### src/design/cdr_pkg.sv
package cdr_pkg;

  // Register addresses on the serial port (7-bit)
  localparam logic [6:0] ADDR_CAL_LOW = 7'h3B;
  localparam logic [6:0] ADDR_CTRL_ONE = 7'h3C;
  localparam logic [6:0] ADDR_CTRL_TWO = 7'h3D;
  localparam logic [6:0] ADDR_UPPER = 7'h3E;
  localparam logic [6:0] ADDR_LOWER = 7'h3F;

  // Values after power-on or soft reset
  localparam logic [7:0] RST_CAL_LOW = 8'h00;
  localparam logic [7:0] RST_CTRL_ONE = 8'h04;
  localparam logic [7:0] RST_CTRL_TWO = 8'h00;
  localparam logic [7:0] RST_UPPER = 8'hA8;
  localparam logic [7:0] RST_LOWER = 8'h98;

  // Field positions
  localparam int EN_POS = 0;
  localparam int FILT_POS = 2;
  localparam int CLK_POS = 0;
  localparam int MODE_POS = 7;

  // Filter codes and their shift amounts
  localparam logic [1:0] FILT_TC8 = 2'h0;
  localparam logic [1:0] FILT_TC16 = 2'h1;
  localparam logic [1:0] FILT_TC32 = 2'h2;
  localparam logic [1:0] FILT_ADAPT = 2'h3;
  localparam logic [2:0] SHIFT_TC8 = 3'h3;
  localparam logic [2:0] SHIFT_TC16 = 3'h4;
  localparam logic [2:0] SHIFT_TC32 = 3'h5;

  // Edge distances in bits for the adaptive filter
  localparam logic [3:0] ADAPT_MID_FROM = 4'h4;
  localparam logic [3:0] ADAPT_LONG_FROM = 4'h9;
  localparam int ADAPT_MAX_BITS = 10;

  // Serial frame
  localparam logic [4:0] FRAME_LEN = 5'h10;
  localparam logic [4:0] DATA_START = 5'h08;

  // Recovery tick: one tick every (mask + 1) clock cycles per code
  localparam logic [2:0] DIV_MASK [4] = '{3'h0, 3'h1, 3'h3, 3'h7};
  localparam int COUNT_W = 12;

  typedef enum logic [2:0] {
    PORT_IDLE = 3'h1,
    PORT_SHIFT = 3'h2,
    PORT_DONE = 3'h4
  } port_state_t;

  typedef enum logic [2:0] {
    METER_OFF = 3'h1,
    METER_ARM = 3'h2,
    METER_RUN = 3'h4
  } meter_state_t;

endpackage

### src/design/cdr_cfg_if.sv
`timescale 1ns/1ps
`default_nettype none

interface cdr_cfg_if;
  logic recovery_enable;
  logic [1:0] filter_constant_select;
  logic [1:0] clock_select;
  logic [7:0] upper_limit_value;
  logic [7:0] lower_limit_value;
  logic [7:0] bit_time_reference;

  modport regs (
    output recovery_enable, filter_constant_select, clock_select,
    output upper_limit_value, lower_limit_value, bit_time_reference
  );
  modport meter (
    input recovery_enable, filter_constant_select, clock_select,
    input upper_limit_value, lower_limit_value, bit_time_reference
  );
endinterface

`default_nettype wire

### src/design/serial_reg_port.sv
`timescale 1ns/1ps
`default_nettype none

module serial_reg_port import cdr_pkg::*; (
  input wire logic mclk_in,
  input wire logic sys_rst_in,
  input wire logic csn_in,
  input wire logic sclk_in,
  input wire logic sdi_in,
  input wire logic [7:0] rd_data_in,
  output logic [6:0] addr_out,
  output logic wr_out,
  output logic [7:0] wr_data_out,
  output logic sdo_out,
  output logic sdo_en_out
);

  typedef struct packed {
    port_state_t st;
    logic sclk_prev;
    logic [4:0] cnt;
    logic [15:0] sh;
    logic sdo;
    logic wr;
  } port_t;

  port_t q;
  port_t d;
  logic rise;
  logic fall;

  assign rise = !q.sclk_prev && sclk_in;
  assign fall = q.sclk_prev && !sclk_in;

  // Bits arrive LSB first: address, mode, then data
  always_comb begin
    d = q;
    d.sclk_prev = sclk_in;
    d.wr = 1'h0;
    case (q.st)
      PORT_IDLE: begin
        d.sdo = 1'h0;
        if (!csn_in) begin
          d.st = PORT_SHIFT;
          d.cnt = 5'h00;
        end
      end
      PORT_SHIFT: begin
        if (csn_in) begin
          // Short frame: dropped without effect
          d.st = PORT_IDLE;
        end else begin
          if (rise) begin
            d.sh[q.cnt[3:0]] = sdi_in;
            d.cnt = q.cnt + 5'h01;
            if (q.cnt == FRAME_LEN - 5'h01) begin
              d.st = PORT_DONE;
            end
          end
          if (fall && q.cnt >= DATA_START) begin
            d.sdo = rd_data_in[q.cnt[2:0]];
          end
        end
      end
      PORT_DONE: begin
        // Write only lands once the frame is closed
        if (csn_in) begin
          d.st = PORT_IDLE;
          d.wr = q.sh[MODE_POS];
        end
      end
      default: begin
        d.st = PORT_IDLE;
      end
    endcase
  end

  always_ff @(posedge mclk_in or posedge sys_rst_in) begin
    if (sys_rst_in) begin
      q <= '{st: PORT_IDLE, sclk_prev: 1'h0, cnt: 5'h00, sh: 16'h0000,
             sdo: 1'h0, wr: 1'h0};
    end else begin
      q <= d;
    end
  end

  assign addr_out = q.sh[6:0];
  assign wr_data_out = q.sh[15:8];
  assign wr_out = q.wr;
  assign sdo_out = q.sdo;
  assign sdo_en_out = !csn_in;

endmodule

`default_nettype wire

### src/design/bit_time_meter.sv
`timescale 1ns/1ps
`default_nettype none

module bit_time_meter import cdr_pkg::*; (
  input wire logic mclk_in,
  input wire logic sys_rst_in,
  cdr_cfg_if.meter cfg,
  input wire logic rxd_in,
  output logic [7:0] bit_time_out,
  output logic bit_time_valid_out
);

  typedef struct packed {
    meter_state_t st;
    logic [2:0] div;
    logic rx_prev;
    logic [COUNT_W-1:0] cnt;
    logic [15:0] acc;
    logic [7:0] bt;
    logic vld;
  } meter_t;

  meter_t q;
  meter_t d;
  logic tick;
  logic falling;
  logic [3:0] n_bits;
  logic [COUNT_W-1:0] per_bit;
  logic [7:0] smp;
  logic [2:0] shift;
  logic signed [16:0] diff;
  logic [15:0] acc_n;
  logic [7:0] raw;

  assign tick = (q.div == DIV_MASK[cfg.clock_select]);
  assign falling = q.rx_prev && !rxd_in;

  // Edge distance in whole bits, rounded against the reference
  always_comb begin
    n_bits = 4'h1;
    for (int k = 2; k <= ADAPT_MAX_BITS; k++) begin
      if ({q.cnt, 1'h0} >= 13'(cfg.bit_time_reference * (2 * k - 1))) begin
        n_bits = 4'(k);
      end
    end
  end

  assign per_bit = q.cnt / {8'h00, n_bits};
  assign smp = (per_bit > 12'h0FF) ? 8'hFF : per_bit[7:0];

  always_comb begin
    case (cfg.filter_constant_select)
      FILT_TC8: shift = SHIFT_TC8;
      FILT_TC16: shift = SHIFT_TC16;
      FILT_TC32: shift = SHIFT_TC32;
      default: begin
        if (n_bits >= ADAPT_LONG_FROM) begin
          shift = SHIFT_TC8;
        end else if (n_bits >= ADAPT_MID_FROM) begin
          shift = SHIFT_TC16;
        end else begin
          shift = SHIFT_TC32;
        end
      end
    endcase
  end

  // First-order filter in 8.8 fixed point
  assign diff = $signed({1'h0, smp, 8'h00}) - $signed({1'h0, q.acc});
  assign acc_n = 16'($signed({1'h0, q.acc}) + (diff >>> shift));
  assign raw = acc_n[15:8];

  always_comb begin
    d = q;
    d.rx_prev = rxd_in;
    d.div = tick ? 3'h0 : q.div + 3'h1;
    if (!cfg.recovery_enable) begin
      d.st = METER_OFF;
      d.div = 3'h0;
      d.cnt = '0;
      d.vld = 1'h0;
      d.acc = {cfg.bit_time_reference, 8'h00};
    end else begin
      case (q.st)
        METER_OFF: begin
          d.st = METER_ARM;
        end
        METER_ARM: begin
          if (falling) begin
            d.st = METER_RUN;
            d.cnt = '0;
          end
        end
        METER_RUN: begin
          if (falling) begin
            d.cnt = '0;
            d.acc = acc_n;
            d.vld = 1'h1;
            if (raw > cfg.upper_limit_value) begin
              d.bt = cfg.upper_limit_value;
            end else if (raw < cfg.lower_limit_value) begin
              d.bt = cfg.lower_limit_value;
            end else begin
              d.bt = raw;
            end
          end else if (tick && q.cnt != '1) begin
            // Saturates on too slow a baud rate
            d.cnt = q.cnt + 12'h001;
          end
        end
        default: begin
          d.st = METER_OFF;
        end
      endcase
    end
  end

  always_ff @(posedge mclk_in or posedge sys_rst_in) begin
    if (sys_rst_in) begin
      q <= '{st: METER_OFF, div: 3'h0, rx_prev: 1'h1, cnt: 12'h000,
             acc: 16'h0000, bt: 8'h00, vld: 1'h0};
    end else begin
      q <= d;
    end
  end

  assign bit_time_out = q.bt;
  assign bit_time_valid_out = q.vld;
endmodule

`default_nettype wire

### src/design/selective_wake_cdr_config.sv
`timescale 1ns/1ps
`default_nettype none

module selective_wake_cdr_config import cdr_pkg::*; (
  input wire logic mclk_in,
  input wire logic sys_rst_in,
  input wire logic soft_rst_in,
  input wire logic restart_in,
  input wire logic csn_in,
  input wire logic sclk_in,
  input wire logic sdi_in,
  input wire logic cal_done_in,
  input wire logic [7:0] cal_result_in,
  input wire logic [7:0] bit_time_ref_in,
  input wire logic rxd_in,
  output logic sdo_out,
  output logic sdo_en_out,
  output logic recovery_enable_out,
  output logic [1:0] clock_select_out,
  output logic [7:0] bit_time_out,
  output logic bit_time_valid_out
);

  ////////////////////////////////////////////////////////////////////
  // Register state

  typedef struct packed {
    logic [7:0] cal_low;
    logic recovery_enable;
    logic [1:0] filter_constant_select;
    logic [1:0] clock_select;
    logic [7:0] upper_limit_value;
    logic [7:0] lower_limit_value;
  } regs_t;

  localparam regs_t REGS_RST = '{
    cal_low: RST_CAL_LOW,
    recovery_enable: RST_CTRL_ONE[EN_POS],
    filter_constant_select: RST_CTRL_ONE[FILT_POS +: 2],
    clock_select: RST_CTRL_TWO[CLK_POS +: 2],
    upper_limit_value: RST_UPPER,
    lower_limit_value: RST_LOWER
  };

  regs_t q;
  regs_t d;

  logic [6:0] port_addr;
  logic port_wr;
  logic [7:0] port_wr_data;
  logic [7:0] rd_data;

  ////////////////////////////////////////////////////////////////////
  // Serial register port

  serial_reg_port port_u (
    .mclk_in(mclk_in),
    .sys_rst_in(sys_rst_in),
    .csn_in(csn_in),
    .sclk_in(sclk_in),
    .sdi_in(sdi_in),
    .rd_data_in(rd_data),
    .addr_out(port_addr),
    .wr_out(port_wr),
    .wr_data_out(port_wr_data),
    .sdo_out(sdo_out),
    .sdo_en_out(sdo_en_out)
  );

  ////////////////////////////////////////////////////////////////////
  // Read side

  always_comb begin
    rd_data = 8'h00;
    if (port_addr == ADDR_CAL_LOW) begin
      rd_data = q.cal_low;
    end else if (port_addr == ADDR_CTRL_ONE) begin
      // Unlisted bits stay zero
      rd_data[EN_POS] = q.recovery_enable;
      rd_data[FILT_POS +: 2] = q.filter_constant_select;
    end else if (port_addr == ADDR_CTRL_TWO) begin
      rd_data[CLK_POS +: 2] = q.clock_select;
    end else if (port_addr == ADDR_UPPER) begin
      rd_data = q.upper_limit_value;
    end else if (port_addr == ADDR_LOWER) begin
      rd_data = q.lower_limit_value;
    end
  end

  ////////////////////////////////////////////////////////////////////
  // Write side and resets

  // Soft reset beats restart, restart beats a host write
  always_comb begin
    d = q;
    if (soft_rst_in) begin
      d = REGS_RST;
    end else begin
      if (cal_done_in) begin
        d.cal_low = cal_result_in;
      end
      if (restart_in) begin
        // Limits, filter and clock select are left as they were
        d.recovery_enable = 1'h0;
      end else if (port_wr) begin
        if (port_addr == ADDR_CTRL_ONE) begin
          d.recovery_enable = port_wr_data[EN_POS];
          d.filter_constant_select = port_wr_data[FILT_POS +: 2];
        end else if (port_addr == ADDR_CTRL_TWO) begin
          d.clock_select = port_wr_data[CLK_POS +: 2];
        end else if (port_addr == ADDR_UPPER) begin
          d.upper_limit_value = port_wr_data;
        end else if (port_addr == ADDR_LOWER) begin
          d.lower_limit_value = port_wr_data;
        end
        // Calibration byte has no write path
      end
    end
  end

  always_ff @(posedge mclk_in or posedge sys_rst_in) begin
    if (sys_rst_in) begin
      q <= REGS_RST;
    end else begin
      q <= d;
    end
  end

  ////////////////////////////////////////////////////////////////////
  // Measurement

  cdr_cfg_if cfg_bus ();

  assign cfg_bus.recovery_enable = q.recovery_enable;
  assign cfg_bus.filter_constant_select = q.filter_constant_select;
  assign cfg_bus.clock_select = q.clock_select;
  assign cfg_bus.upper_limit_value = q.upper_limit_value;
  assign cfg_bus.lower_limit_value = q.lower_limit_value;
  assign cfg_bus.bit_time_reference = bit_time_ref_in;

  // Clock select only scales the tick rate; no real fast clock here
  bit_time_meter meter_u (
    .mclk_in(mclk_in),
    .sys_rst_in(sys_rst_in),
    .cfg(cfg_bus),
    .rxd_in(rxd_in),
    .bit_time_out(bit_time_out),
    .bit_time_valid_out(bit_time_valid_out)
  );

  assign recovery_enable_out = q.recovery_enable;
  assign clock_select_out = q.clock_select;

  ////////////////////////////////////////////////////////////////////
  // Checks

  // Host writes count only when neither reset kind is active
  logic host_wr;
  assign host_wr = port_wr && !soft_rst_in && !restart_in;
endmodule

`default_nettype wire

### config.mk
export PLATFORM = sky130hd
export DESIGN_NAME = selective_wake_cdr_config
export DESIGN_NICKNAME = d
export VERILOG_FILES = /design/src/design/cdr_pkg.sv /design/src/design/cdr_cfg_if.sv /design/src/design/serial_reg_port.sv /design/src/design/bit_time_meter.sv /design/src/design/selective_wake_cdr_config.sv
export SDC_FILE = /design/constraint.sdc
export NUM_CORES = 1
export LEC_CHECK = 0
export BUFFER_PORTS_ARGS = -buffer_cell sky130_fd_sc_hd__buf_2
export CAP_MARGIN = 20
export CORE_MARGIN = 8
export CORE_UTILIZATION = 42
export DETAILED_ROUTE_END_ITERATION = 10
export SLEW_MARGIN = 30
export SYNTH_ARGS = -nofsm -noshare
export SYNTH_HDL_FRONTEND = slang
export SYNTH_SLANG_ARGS = --single-unit
### constraint.sdc
create_clock -name mclk_in -period 26.6 [get_ports mclk_in]
set_clock_uncertainty 0.2 [all_clocks]
set_input_delay 2.66 -clock mclk_in [delete_from_list [all_inputs] [get_ports mclk_in]]
set_output_delay 2.66 -clock mclk_in [all_outputs]
set_load 0.03 [all_outputs]
==> results of run 1 <==
path summary, 6_finish.rpt:
| kind | startpoint | end | slack, ns | depth (start not counted) |
|---|---|---|---|---|
| setup / recovery | bit_time_ref_in[1] | meter_u.bit_time_out[7]$_DFFE_PP0P_ | 0.01 | 143 |
| hold / removal | meter_u.q[38]$_DFF_PP0_ | meter_u.q[38]$_DFF_PP0_ | 0.29 | 1 |
| setup reg to reg | meter_u.q[32]$_DFFE_PP0P_ | meter_u.bit_time_out[7]$_DFFE_PP0P_ | 3.74 | 132 |
| hold reg to reg | meter_u.q[38]$_DFF_PP0_ | meter_u.q[38]$_DFF_PP0_ | 0.29 | 1 |
| max in group asynchronous | sys_rst_in | meter_u.bit_time_out[5]$_DFFE_PP0P_ | 22.90 | 3 |
| min in group asynchronous | sys_rst_in | port_u.q[25]$_DFFE_PP0P_ | 2.13 | 2 |
routing by layer:
| metal | vias up | global-route usage, % |
|---|---|---|
| met5 | - | 0 |
| met4 | 2 | 4.842 |
| met3 | 54 | 1.511 |
| met2 | 254 | 35.74 |
| met1 | 6878 | 26.77 |
| li1 | 7078 | - |
cells in the mapped netlist, drive strengths merged (25+ instances only):
library cell	n
ha	264
inv	137
a21o	35
nand3	51
dfrtp	90
nand2	122
o21ai	107
nor2b	25
a21oi	119
fa	41
nand2b	35
xor2	30
mux2i	57
mux2	40
xnor2	74
nor2	141
nor3	38
clkbuf	44
logic make-up (layout without fill, tap and decap cells):
family | count (synthesis) | after routing | synth area share, %
AO/OA/AOI/OAI | 464 | 464 | 20.76
adder cells (fa/ha/maj) | 307 | 307 | 27.39
flip-flops | 100 | 100 | 16.62
multiplexers | 101 | 101 | 7.467
XOR/XNOR | 104 | 104 | 6.020
AND/OR/NAND/NOR | 504 | 504 | 16.41
buffers and inverters | 200 | 522 | 5.342
per-stage QoR:
stage	hold WS [ns]	util (%)
6_report	0.2925	54.14
5_1_grt	0.3272	54.14
4_1_cts	0.2930	52.25
3_5_place_dp	0.2768	50.65
3_3_place_gp	0.2703	50.64
2_1_floorplan	0.2507	-
final cells by class:
type                    instances  area share [%]
inverters                     138           2.722
repair buffers                368           14.07
clock buffers                   9           1.170
clock inverters                 7          0.4353
flip-flops and latches        100           13.06
well taps                     461           2.995
multi-input cells            1480           65.55
cell usage in the layout (no fill, tap or decap), drive strengths merged, types with 6 or more instances in the layout:
master,Yosys,layout
a2111oi,6,6
a211o,18,18
a211oi,18,18
a21boi,7,7
a21o,35,35
a21oi,119,119
a221oi,7,7
a31o,6,6
a31oi,18,18
and2,9,9
and3,12,12
buf,18,368
clkbuf,44,9
dfrtp,90,90
dfstp,10,10
fa,41,41
ha,264,264
inv,137,139
mux2,40,40
mux2i,57,57
nand2,122,122
nand2b,35,35
nand3,51,51
nand4,20,20
nand4b,6,6
nor2,141,141
nor2b,25,25
nor3,38,38
o2111ai,7,7
o211ai,18,18
o21a,23,23
o21ai,107,107
o21bai,23,23
o22ai,7,7
o31ai,9,9
or2,8,8
or3,10,10
xnor2,74,74
xor2,30,30
timing repair:
item                       4_1_cts  5_1_grt
setup endpoints to repair        8       15
gates resized for setup         20       73
hold buffers                     0        0
pin swaps                       28      100
setup buffers                   25       41
==> results.md, run 1 <==
* Final Hold Vio Count at 0
* Yosys cell types at 99
* Hold WC Path Type: reg -> reg
* Worst-path maximum fanout at 8
* Fin crit period at 26.59 ns
* Mapped Area at 15,130 sq um
* Top sig layer: met5
* Post-synth EDFFs at 0
* Worst slew pin tran at 0.9035 ns
* Total die area at 42,360 sq um
* Post-synthesis sequential area ratio at 16.62%
* Fin crit share at 99.95%
* I/O Buffers at 38
* First-pass GRT wire length at 71.22 mm
* Nets at 2,427
* Wire length on met2 at 21.19 mm
* Max stage delay on crit path at 0.61 ns
* Fraction of layout cells with a size suffix above 1 at 28.64%
* WL final at 43.44 mm
* CTS Root Cell: clkbuf_16
* Num ports at 39
* Worst Setup Start Kind: input port
* Layout area overhead at 27.27%
* Drt via density at 5.566
* Sequential cell area at 2515 sq um
* Placement Cell Area at 18,020 sq um
* Clock buffer depth at 2
* Pins Over Slew Limit at 0
* Max cap viols at 0
* Pre-Repair DR Iteration Count at 5
* Worst path slowest cell: fa_2
* Worst path required time at 26.62 ns
* Post-DP HPWL at 34.35 mm
* # fillers at 3,256
* Largest area contributor in the netlist: ha_1
* Ant. Diodes at 0
* CTS Buf Count at 9
* Vias at 14.27k
* Crit path max-delay family: compound AO/OA/AOI/OAI gates
* Slew headroom at 39.77%
* Synth Area per Inst at 8.500 sq um
* Flops & latches, synth at 100
* GPL Wtd Cong at 0.8705
* WP buf/inv at 6
* Wl on met1 at 19.95 mm
* Cell count after synthesis at 1,780
* Final TNS setup at 0 ns
* # setup viols final at 0
* Top cells by area, synth: ha_1 22%, dfrtp_1 15%, fa_1 5.4%
* Final non-filler cell area at 19,260 sq um
* Placed Cells at 2,482
* Synth async-reset ratio at 100.0%
* CTS tree: yes
* Pre-CTS setup slack at -0.8168 ns
* Maximum clock frequency at 37.61 MHz
* Core Area at 35,570 sq um
* Worst-path clk slew at 0.08 ns
* Largest net degree at the start of global routing at 61
* Met3 wire len at 1.373 mm
* WL/cell at 16.95 um
* Chip height at 205.8 um
* CTS H-Tree Depth at 3
* Post-route insts no fill at 2,563
* # rows at 69
* Post-route DRC at 0
* Clk_lat worst skew at 0.36 ns
* Vias in the first global route at 14.32k
* Detailed Route Iter0 Violations at 793
* Worst Path Arrival at 26.61 ns
* Initial antenna violation count at 1
* Final WS setup at 0.01351 ns
* Status: completed
* Endpoint type of the worst setup path: flip-flop
* DIE WIDTH at 205.8 um
* GR Util All Layers at 20.33%
* Clock sink count at 100
* Share of the synthesized area in the top cell type at 21.83%
* Congestion Overflow GR at 0
* Ys flop type: dfrtp_1
* WS Path Type: in -> reg
* Yosys warns at 0
* Starting density of the core at 42.54%
* RSZ-0062 raised after global routing: true
* Area of the multi-input gates at 12,620 sq um
* Net Count, Synth at 2,110
* Antenna-violating nets left at 0
Power of run 1 is left out: the tool's default activity adds up to more than one toggle a clock period on the data nets, which glitch-free logic cannot reach.
==> inputs of run 2 (changes only) <==
--- a/config.mk
+++ b/config.mk
@@ -5,11 +5,12 @@
 export SDC_FILE = /design/constraint.sdc
 export NUM_CORES = 1
 export LEC_CHECK = 0
-export BUFFER_PORTS_ARGS = -buffer_cell sky130_fd_sc_hd__buf_2
+export BUFFER_PORTS_ARGS = -buffer_cell sky130_fd_sc_hd__buf_4
 export CAP_MARGIN = 20
 export CORE_MARGIN = 8
 export CORE_UTILIZATION = 42
 export DETAILED_ROUTE_END_ITERATION = 10
+export RECOVER_POWER = 50
 export SLEW_MARGIN = 30
 export SYNTH_ARGS = -nofsm -noshare
 export SYNTH_HDL_FRONTEND = slang
==> constraint.sdc (replaced) <==
create_clock -name mclk_in -period 22.8 [get_ports mclk_in]
set_clock_uncertainty 0.2 [all_clocks]
set_input_delay 2.28 -clock mclk_in [delete_from_list [all_inputs] [get_ports mclk_in]]
set_output_delay 2.28 -clock mclk_in [all_outputs]
set_load 0.03 [all_outputs]
==> results.md, run 2 (synthesized netlist as in run 1, its figures left out) <==
* Placed Cells at 2,624 (+5.7%)
* I/O Buffers at 38 (unchanged)
* Worst-case reg-to-reg path depth at 143 (+8.3%)
* Worst-path clk slew at 0.07 ns (about the same)
* Worst path slowest cell: fa_2
* Violated checks: capacitance limit, slew limit, setup timing
* Most Frequent Cell on Critical Path: buf_4
* Congestion Overflow GR at 0 (unchanged)
* Worst Path Arrival at 26.39 ns (-0.22 ns)
* Total die area at 42,360 sq um (unchanged)
* CTS Buf Count at 9 (unchanged)
* Reg-to-Reg End: meter_u.bit_time_out[7]$_DFFE_PP0P_
* Most frequent cells in the layout: 549 x buf_4, 247 x ha_1, 131 x inv_1, 131 x nor2_1, 104 x nand2_1
* Met3 GRT Util at 1.716% (+0.20 points)
* Largest net degree at the start of global routing at 56 (-8.2%)
* Clock buffer depth at 2 (unchanged)
* Gr busiest metal: met2
* Final Hold Vio Count at 0 (unchanged)
* Ant. Diodes at 0 (unchanged)
* HP Start: meter_u.q[38]$_DFF_PP0_
* Detailed Route Iter0 Violations at 725 (-8.6%)
* Final WS setup at -3.554 ns (-3.568 ns)
* Pre-Repair DR Iteration Count at 6 (+1)
* First-pass GRT wire length at 77.60 mm (+9.0%)
* Hold slack at 0.2896 ns (-0.002949 ns)
* # rows at 69 (unchanged)
* Fin crit share at 115.6%
* RSZ-0062 raised after global routing: true
* Placement Cell Area at 19,210 sq um (+6.6%)
* Chip height at 205.8 um (unchanged)
* CTS Hold Bufs at 0 (unchanged)
* CTS tree: yes
* Vias in the first global route at 15.80k (+10%)
* DIE WIDTH at 205.8 um (unchanged)
* Hold WC Path Type: reg -> reg
* Vias at 15.17k (+6.3%)
* Worst-path maximum fanout at 5 (-3)
* Initial antenna violation count at 0 (-1)
* Drt via density at 5.467 (-1.8%)
* FF-to-FF Start: meter_u.q[25]$_DFFE_PP0P_
* Worst slew pin tran at 2.494 ns (+1.590 ns)
* Endpoint type of the worst setup path: flip-flop
* Num ports at 39 (unchanged)
* GR Util All Layers at 22.14% (+1.8 points)
* Post-route DRC at 0 (unchanged)
* CTS H-Tree Depth at 3 (unchanged)
* Fraction of layout cells with a size suffix above 1 at 35.52% (+6.9 points)
* Antenna-violating nets left at 0 (unchanged)
* Slew headroom at -67.16% (-110 points)
* Status: complete, but fails checks
* Worst Setup Start Kind: input port
* Max cap viols at 1 (+1)
* Clk_lat worst skew at 0.36 ns (about the same)
* Met1 usage in global routing at 27.76% (+0.99 points)
* Fin crit period at 26.35 ns
* Maximum clock frequency at 37.94 MHz
* Met2 Usage GRT at 40.08% (+4.3 points)
* WL/cell at 16.93 um (-0.10%)
* Layout Utilization at 59.21% (+5.1 points)
* Pins Over Slew Limit at 56 (+56)
* # setup viols final at 23 (+23)
* R2R Setup Slk at -0.19 ns (-3.93 ns)
* CTS Root Cell: clkbuf_16
* Max stage delay on crit path at 0.62 ns (about the same)
* # fillers at 3,090 (-5.1%)
* Layout area overhead at 39.18%
* WHS Endpoint: meter_u.q[38]$_DFF_PP0_
* GPL Wtd Cong at 0.8890 (+2.1%)
* Worst path required time at 22.83 ns (-3.79 ns)
* Core Area at 35,570 sq um (unchanged)
* Post-route insts no fill at 2,775 (+8.3%)
* Commonest non-fill, non-tap cell in the layout: buf_4
* WL final at 46.99 mm (+8.2%)
* WS Path Type: in -> reg
* Clock sink count at 100 (unchanged)
* Final non-filler cell area at 21,060 sq um (+9.4%)
* Post-DP HPWL at 35.96 mm (+4.7%)
* Hold Path Cell Cnt at 1 (unchanged)
* Worst Setup SP: bit_time_ref_in[0]
* Starting density of the core at 42.54% (unchanged)
* Nets at 2,639 (+8.7%)
==> run 2: changes by cell type in the layout (fill, tap and decap cells not counted), sizes merged <==
cell	previous run	this run
buf	368	569
bufinv	1	0
clkbuf	9	20
clkinv	1	3
inv	139	138
==> run 2: per-layer routing <==
| layer | up-vias | routed length [um] | part of all wire [%] |
|---|---|---|---|
| li1 | 7507 | - | - |
| met1 | 7305 | 21270 | 45 |
| met2 | 289 | 23450 | 50 |
| met3 | 70 | 1191 | 2.5 |
| met4 | 0 | 1076 | 2.3 |
| met5 | - | 0 | 0 |
==> run 2: worst max-delay path, delay by kind of cell <==
kind                     cells  cell delay, ns
multiplexers                 4            0.87
XOR/XNOR                     4            0.69
AND/OR/NAND/NOR             34            3.99
adder cells (fa/ha/maj)     18            5.58
buffers and inverters       29            3.49
AO/OA/AOI/OAI               63            9.40
==> run 2: timing repair <==
action                     in CTS  in global routing
setup endpoints to repair      23                 23
pin swaps                     120                 75
resized for setup              77                 48
setup buffers                 106                 34
==> run 2: layout make-up <==
cell class                 instances  area [sq um]  share of cell area, %
sequential                       100          2515                  11.94
inverter                         138         523.0                  2.484
multi-input combinational       1480         12740                  60.48
tap                              461         576.8                  2.739
clock inverter                     7         60.06                 0.2852
clock buffer                       9         225.2                  1.069
timing repair buffer             580          4422                  21.00
==> run 2: how the worst max path moves through the flow <==
| stage | slack [ns] | end |
|---|---|---|
| 3_5_place_dp | -4.09 | meter_u.bit_time_out[4]$_DFFE_PP0P_ |
| 6_report | -3.55 | meter_u.bit_time_out[7]$_DFFE_PP0P_ |
| 3_3_place_gp | -3.53 | meter_u.bit_time_out[4]$_DFFE_PP0P_ |
| 4_1_cts | -2.99 | meter_u.bit_time_out[4]$_DFFE_PP0P_ |
| 5_1_grt | -4.82 | meter_u.bit_time_out[7]$_DFFE_PP0P_ |
| 2_1_floorplan | -3.46 | meter_u.bit_time_out[1]$_DFFE_PP0P_ |
==> run 2: per-stage QoR <==
stage / setup TNS (ns) / setup slack [ns]
after floorplan: -49.54 / -3.462
after global placement: -51.29 / -3.530
after detailed placement: -62.12 / -4.089
final: -51.57 / -3.554
after CTS: -38.36 / -2.989
after global routing: -79.01 / -4.819
Power of run 2 is left out for the same reason.
==> inputs of run 3 (changes only) <==
==> constraint.sdc (replaced) <==
create_clock -name mclk_in -period 24.1 [get_ports mclk_in]
set_clock_uncertainty 0.2 [all_clocks]
set_input_delay 2.41 -clock mclk_in [delete_from_list [all_inputs] [get_ports mclk_in]]
set_output_delay 2.41 -clock mclk_in [all_outputs]
set_load 0.03 [all_outputs]
==> results.md, run 3 (synthesized netlist as in run 1, its figures left out) <==
* Status: complete, but fails checks
* Violated checks: capacitance limit, slew limit, setup timing
* Num ports at 39 (unchanged)
* Congestion Overflow GR at 0 (unchanged)
* Maximum clock frequency at 37.14 MHz
* Final WS setup at -2.827 ns (+0.7276 ns)
* Endpoint type of the worst setup path: flip-flop
* Nets at 2,653 (+0.53%)
* DIE WIDTH at 205.8 um (unchanged)
* Worst-path maximum fanout at 5 (unchanged)
* Drt via density at 5.531 (+1.2%)
* Max cap viols at 3 (+2)
* Most Frequent Cell on Critical Path: buf_4
* CTS Root Cell: clkbuf_16
* Fin crit share at 111.7%
* WL final at 48.47 mm (+3.2%)
* Final non-filler cell area at 21,170 sq um (+0.51%)
* # rows at 69 (unchanged)
* Most frequent cells in the layout: 557 x buf_4, 244 x ha_1, 132 x inv_1
* GR Util All Layers at 22.23% (+0.087 points)
* Vias at 15.43k (+1.7%)
* Total die area at 42,360 sq um (unchanged)
* CTS H-Tree Depth at 3 (unchanged)
* First-pass GRT wire length at 77.36 mm (-0.30%)
* RSZ-0062 raised after global routing: true
* CTS Buf Count at 9 (unchanged)
* Starting density of the core at 42.54% (unchanged)
* Clock buffer depth at 2 (unchanged)
* Worst path slowest cell: fa_1
* Commonest non-fill, non-tap cell in the layout: buf_4
* Worst Path Arrival at 26.96 ns (+0.57 ns)
* Antenna-violating nets left at 0 (unchanged)
* Hold WC Path Type: reg -> reg
* Chip height at 205.8 um (unchanged)
* Layout area overhead at 39.88%
* Post-route DRC at 0 (unchanged)
* Pins Over Slew Limit at 122 (+120%)
* # setup viols final at 20 (-13%)
* Pre-Repair DR Iteration Count at 5 (-1)
* Vias in the first global route at 15.73k (-0.49%)
* Worst path required time at 24.14 ns (+1.31 ns)
* Initial antenna violation count at 1 (+1)
* Detailed Route Iter0 Violations at 798 (+10%)
* Pre-CTS setup slack at -2.941 ns (+1.148 ns)
* Worst Setup SP: bit_time_ref_in[0]
* Placement Cell Area at 19,020 sq um (-0.98%)
* Worst slew pin tran at 3.538 ns (+1.044 ns)
* WS Path Type: in -> reg
* Clk_lat worst skew at 0.36 ns (about the same)
* Ant. Diodes at 0 (unchanged)
* Worst-path clk slew at 0.07 ns (about the same)
* Fraction of layout cells with a size suffix above 1 at 35.74% (+0.22 points)
* CTS Hold Bufs at 0 (unchanged)
* Fin crit period at 26.93 ns
* Largest net degree at the start of global routing at 66 (+18%)
* Clock sink count at 100 (unchanged)
* Core Area at 35,570 sq um (unchanged)
* Worst Setup Start Kind: input port
* FF-to-FF Start: meter_u.q[33]$_DFFE_PP0P_
* Post-DP HPWL at 35.71 mm (-0.70%)
* I/O Buffers at 38 (unchanged)
* WL/cell at 17.38 um (+2.6%)
* GPL Wtd Cong at 0.8728 (-1.8%)
* CTS tree: yes
* Final Hold Vio Count at 0 (unchanged)
* # fillers at 3,083 (-0.23%)
* HP Start: meter_u.bit_time_out[1]$_DFFE_PP0P_
* Max stage delay on crit path at 0.57 ns (-0.05 ns)
* Slew headroom at -135.8% (-69 points)
[run 3: cell types whose count changed in the layout (fill, tap and decap cells not counted), moves of 4 or more]
cell      before  now
clkbuf_1       9   18
buf_4        549  557
nor2_1       131  126
a21oi_2       34   30
[run 3: worst paths after layout]
path	endpoint	slack (ns)	cells after the start
max	meter_u.bit_time_out[3]$_DFFE_PP0P_	-2.83	159
min	meter_u.bit_time_out[1]$_DFFE_PP0P_	0.30	2
max reg2reg	meter_u.bit_time_out[3]$_DFFE_PP0P_	0.55	147
min reg2reg	meter_u.bit_time_out[1]$_DFFE_PP0P_	0.30	2
max in group asynchronous	meter_u.q[11]$_DFFE_PP0P_	17.50	3
min in group asynchronous	port_u.q[25]$_DFFE_PP0P_	2.24	2
[run 3: what timing repair did]
item,CTS,global route
gates resized for setup,44,89
pin swaps,112,114
setup endpoints to repair,19,23
buffers inserted,134,44
[run 3: layer usage]
| metal | GRT usage [%] | part of all wire, % |
|---|---|---|
| met5 | 0 | 0.017 |
| met4 | 7.452 | 3.2 |
| met3 | 2.094 | 3.3 |
| met2 | 40.64 | 50 |
| met1 | 26.89 | 43 |
[run 3: metrics by stage]
stage,TNS (ns),hold slack (ns),cells,util [%]
floorplan,-24.82,0.2507,1780,-
global placement,-25.55,0.2733,2601,53.49
detailed placement,-35.95,0.2864,2601,53.49
CTS,-19.28,0.3046,2750,57.71
global route,-61.44,0.3258,2789,59.50
finish,-34.87,0.2956,2789,59.50
[run 3: worst max-delay path, delay by kind of cell]
kind / cells / cell delay, ns
simple gates: 30 / 3.68
fa+ha+maj: 16 / 5.04
compound gates: 55 / 8.30
buf+inv: 50 / 6.19
xor+xnor: 3 / 0.43
mux: 5 / 0.87
[run 3: layout make-up]
class	count	area [sq um]	share of cell area, %
Multi-Input combinational cell	1480	12780	60.39
Timing Repair Buffer	594	4463	21.09
Sequential cell	100	2515	11.88
Tap cell	461	576.8	2.725
Inverter	138	523.0	2.471
Clock buffer	9	225.2	1.064
Clock inverter	7	81.33	0.3843
Power of run 3 is left out for the same reason.
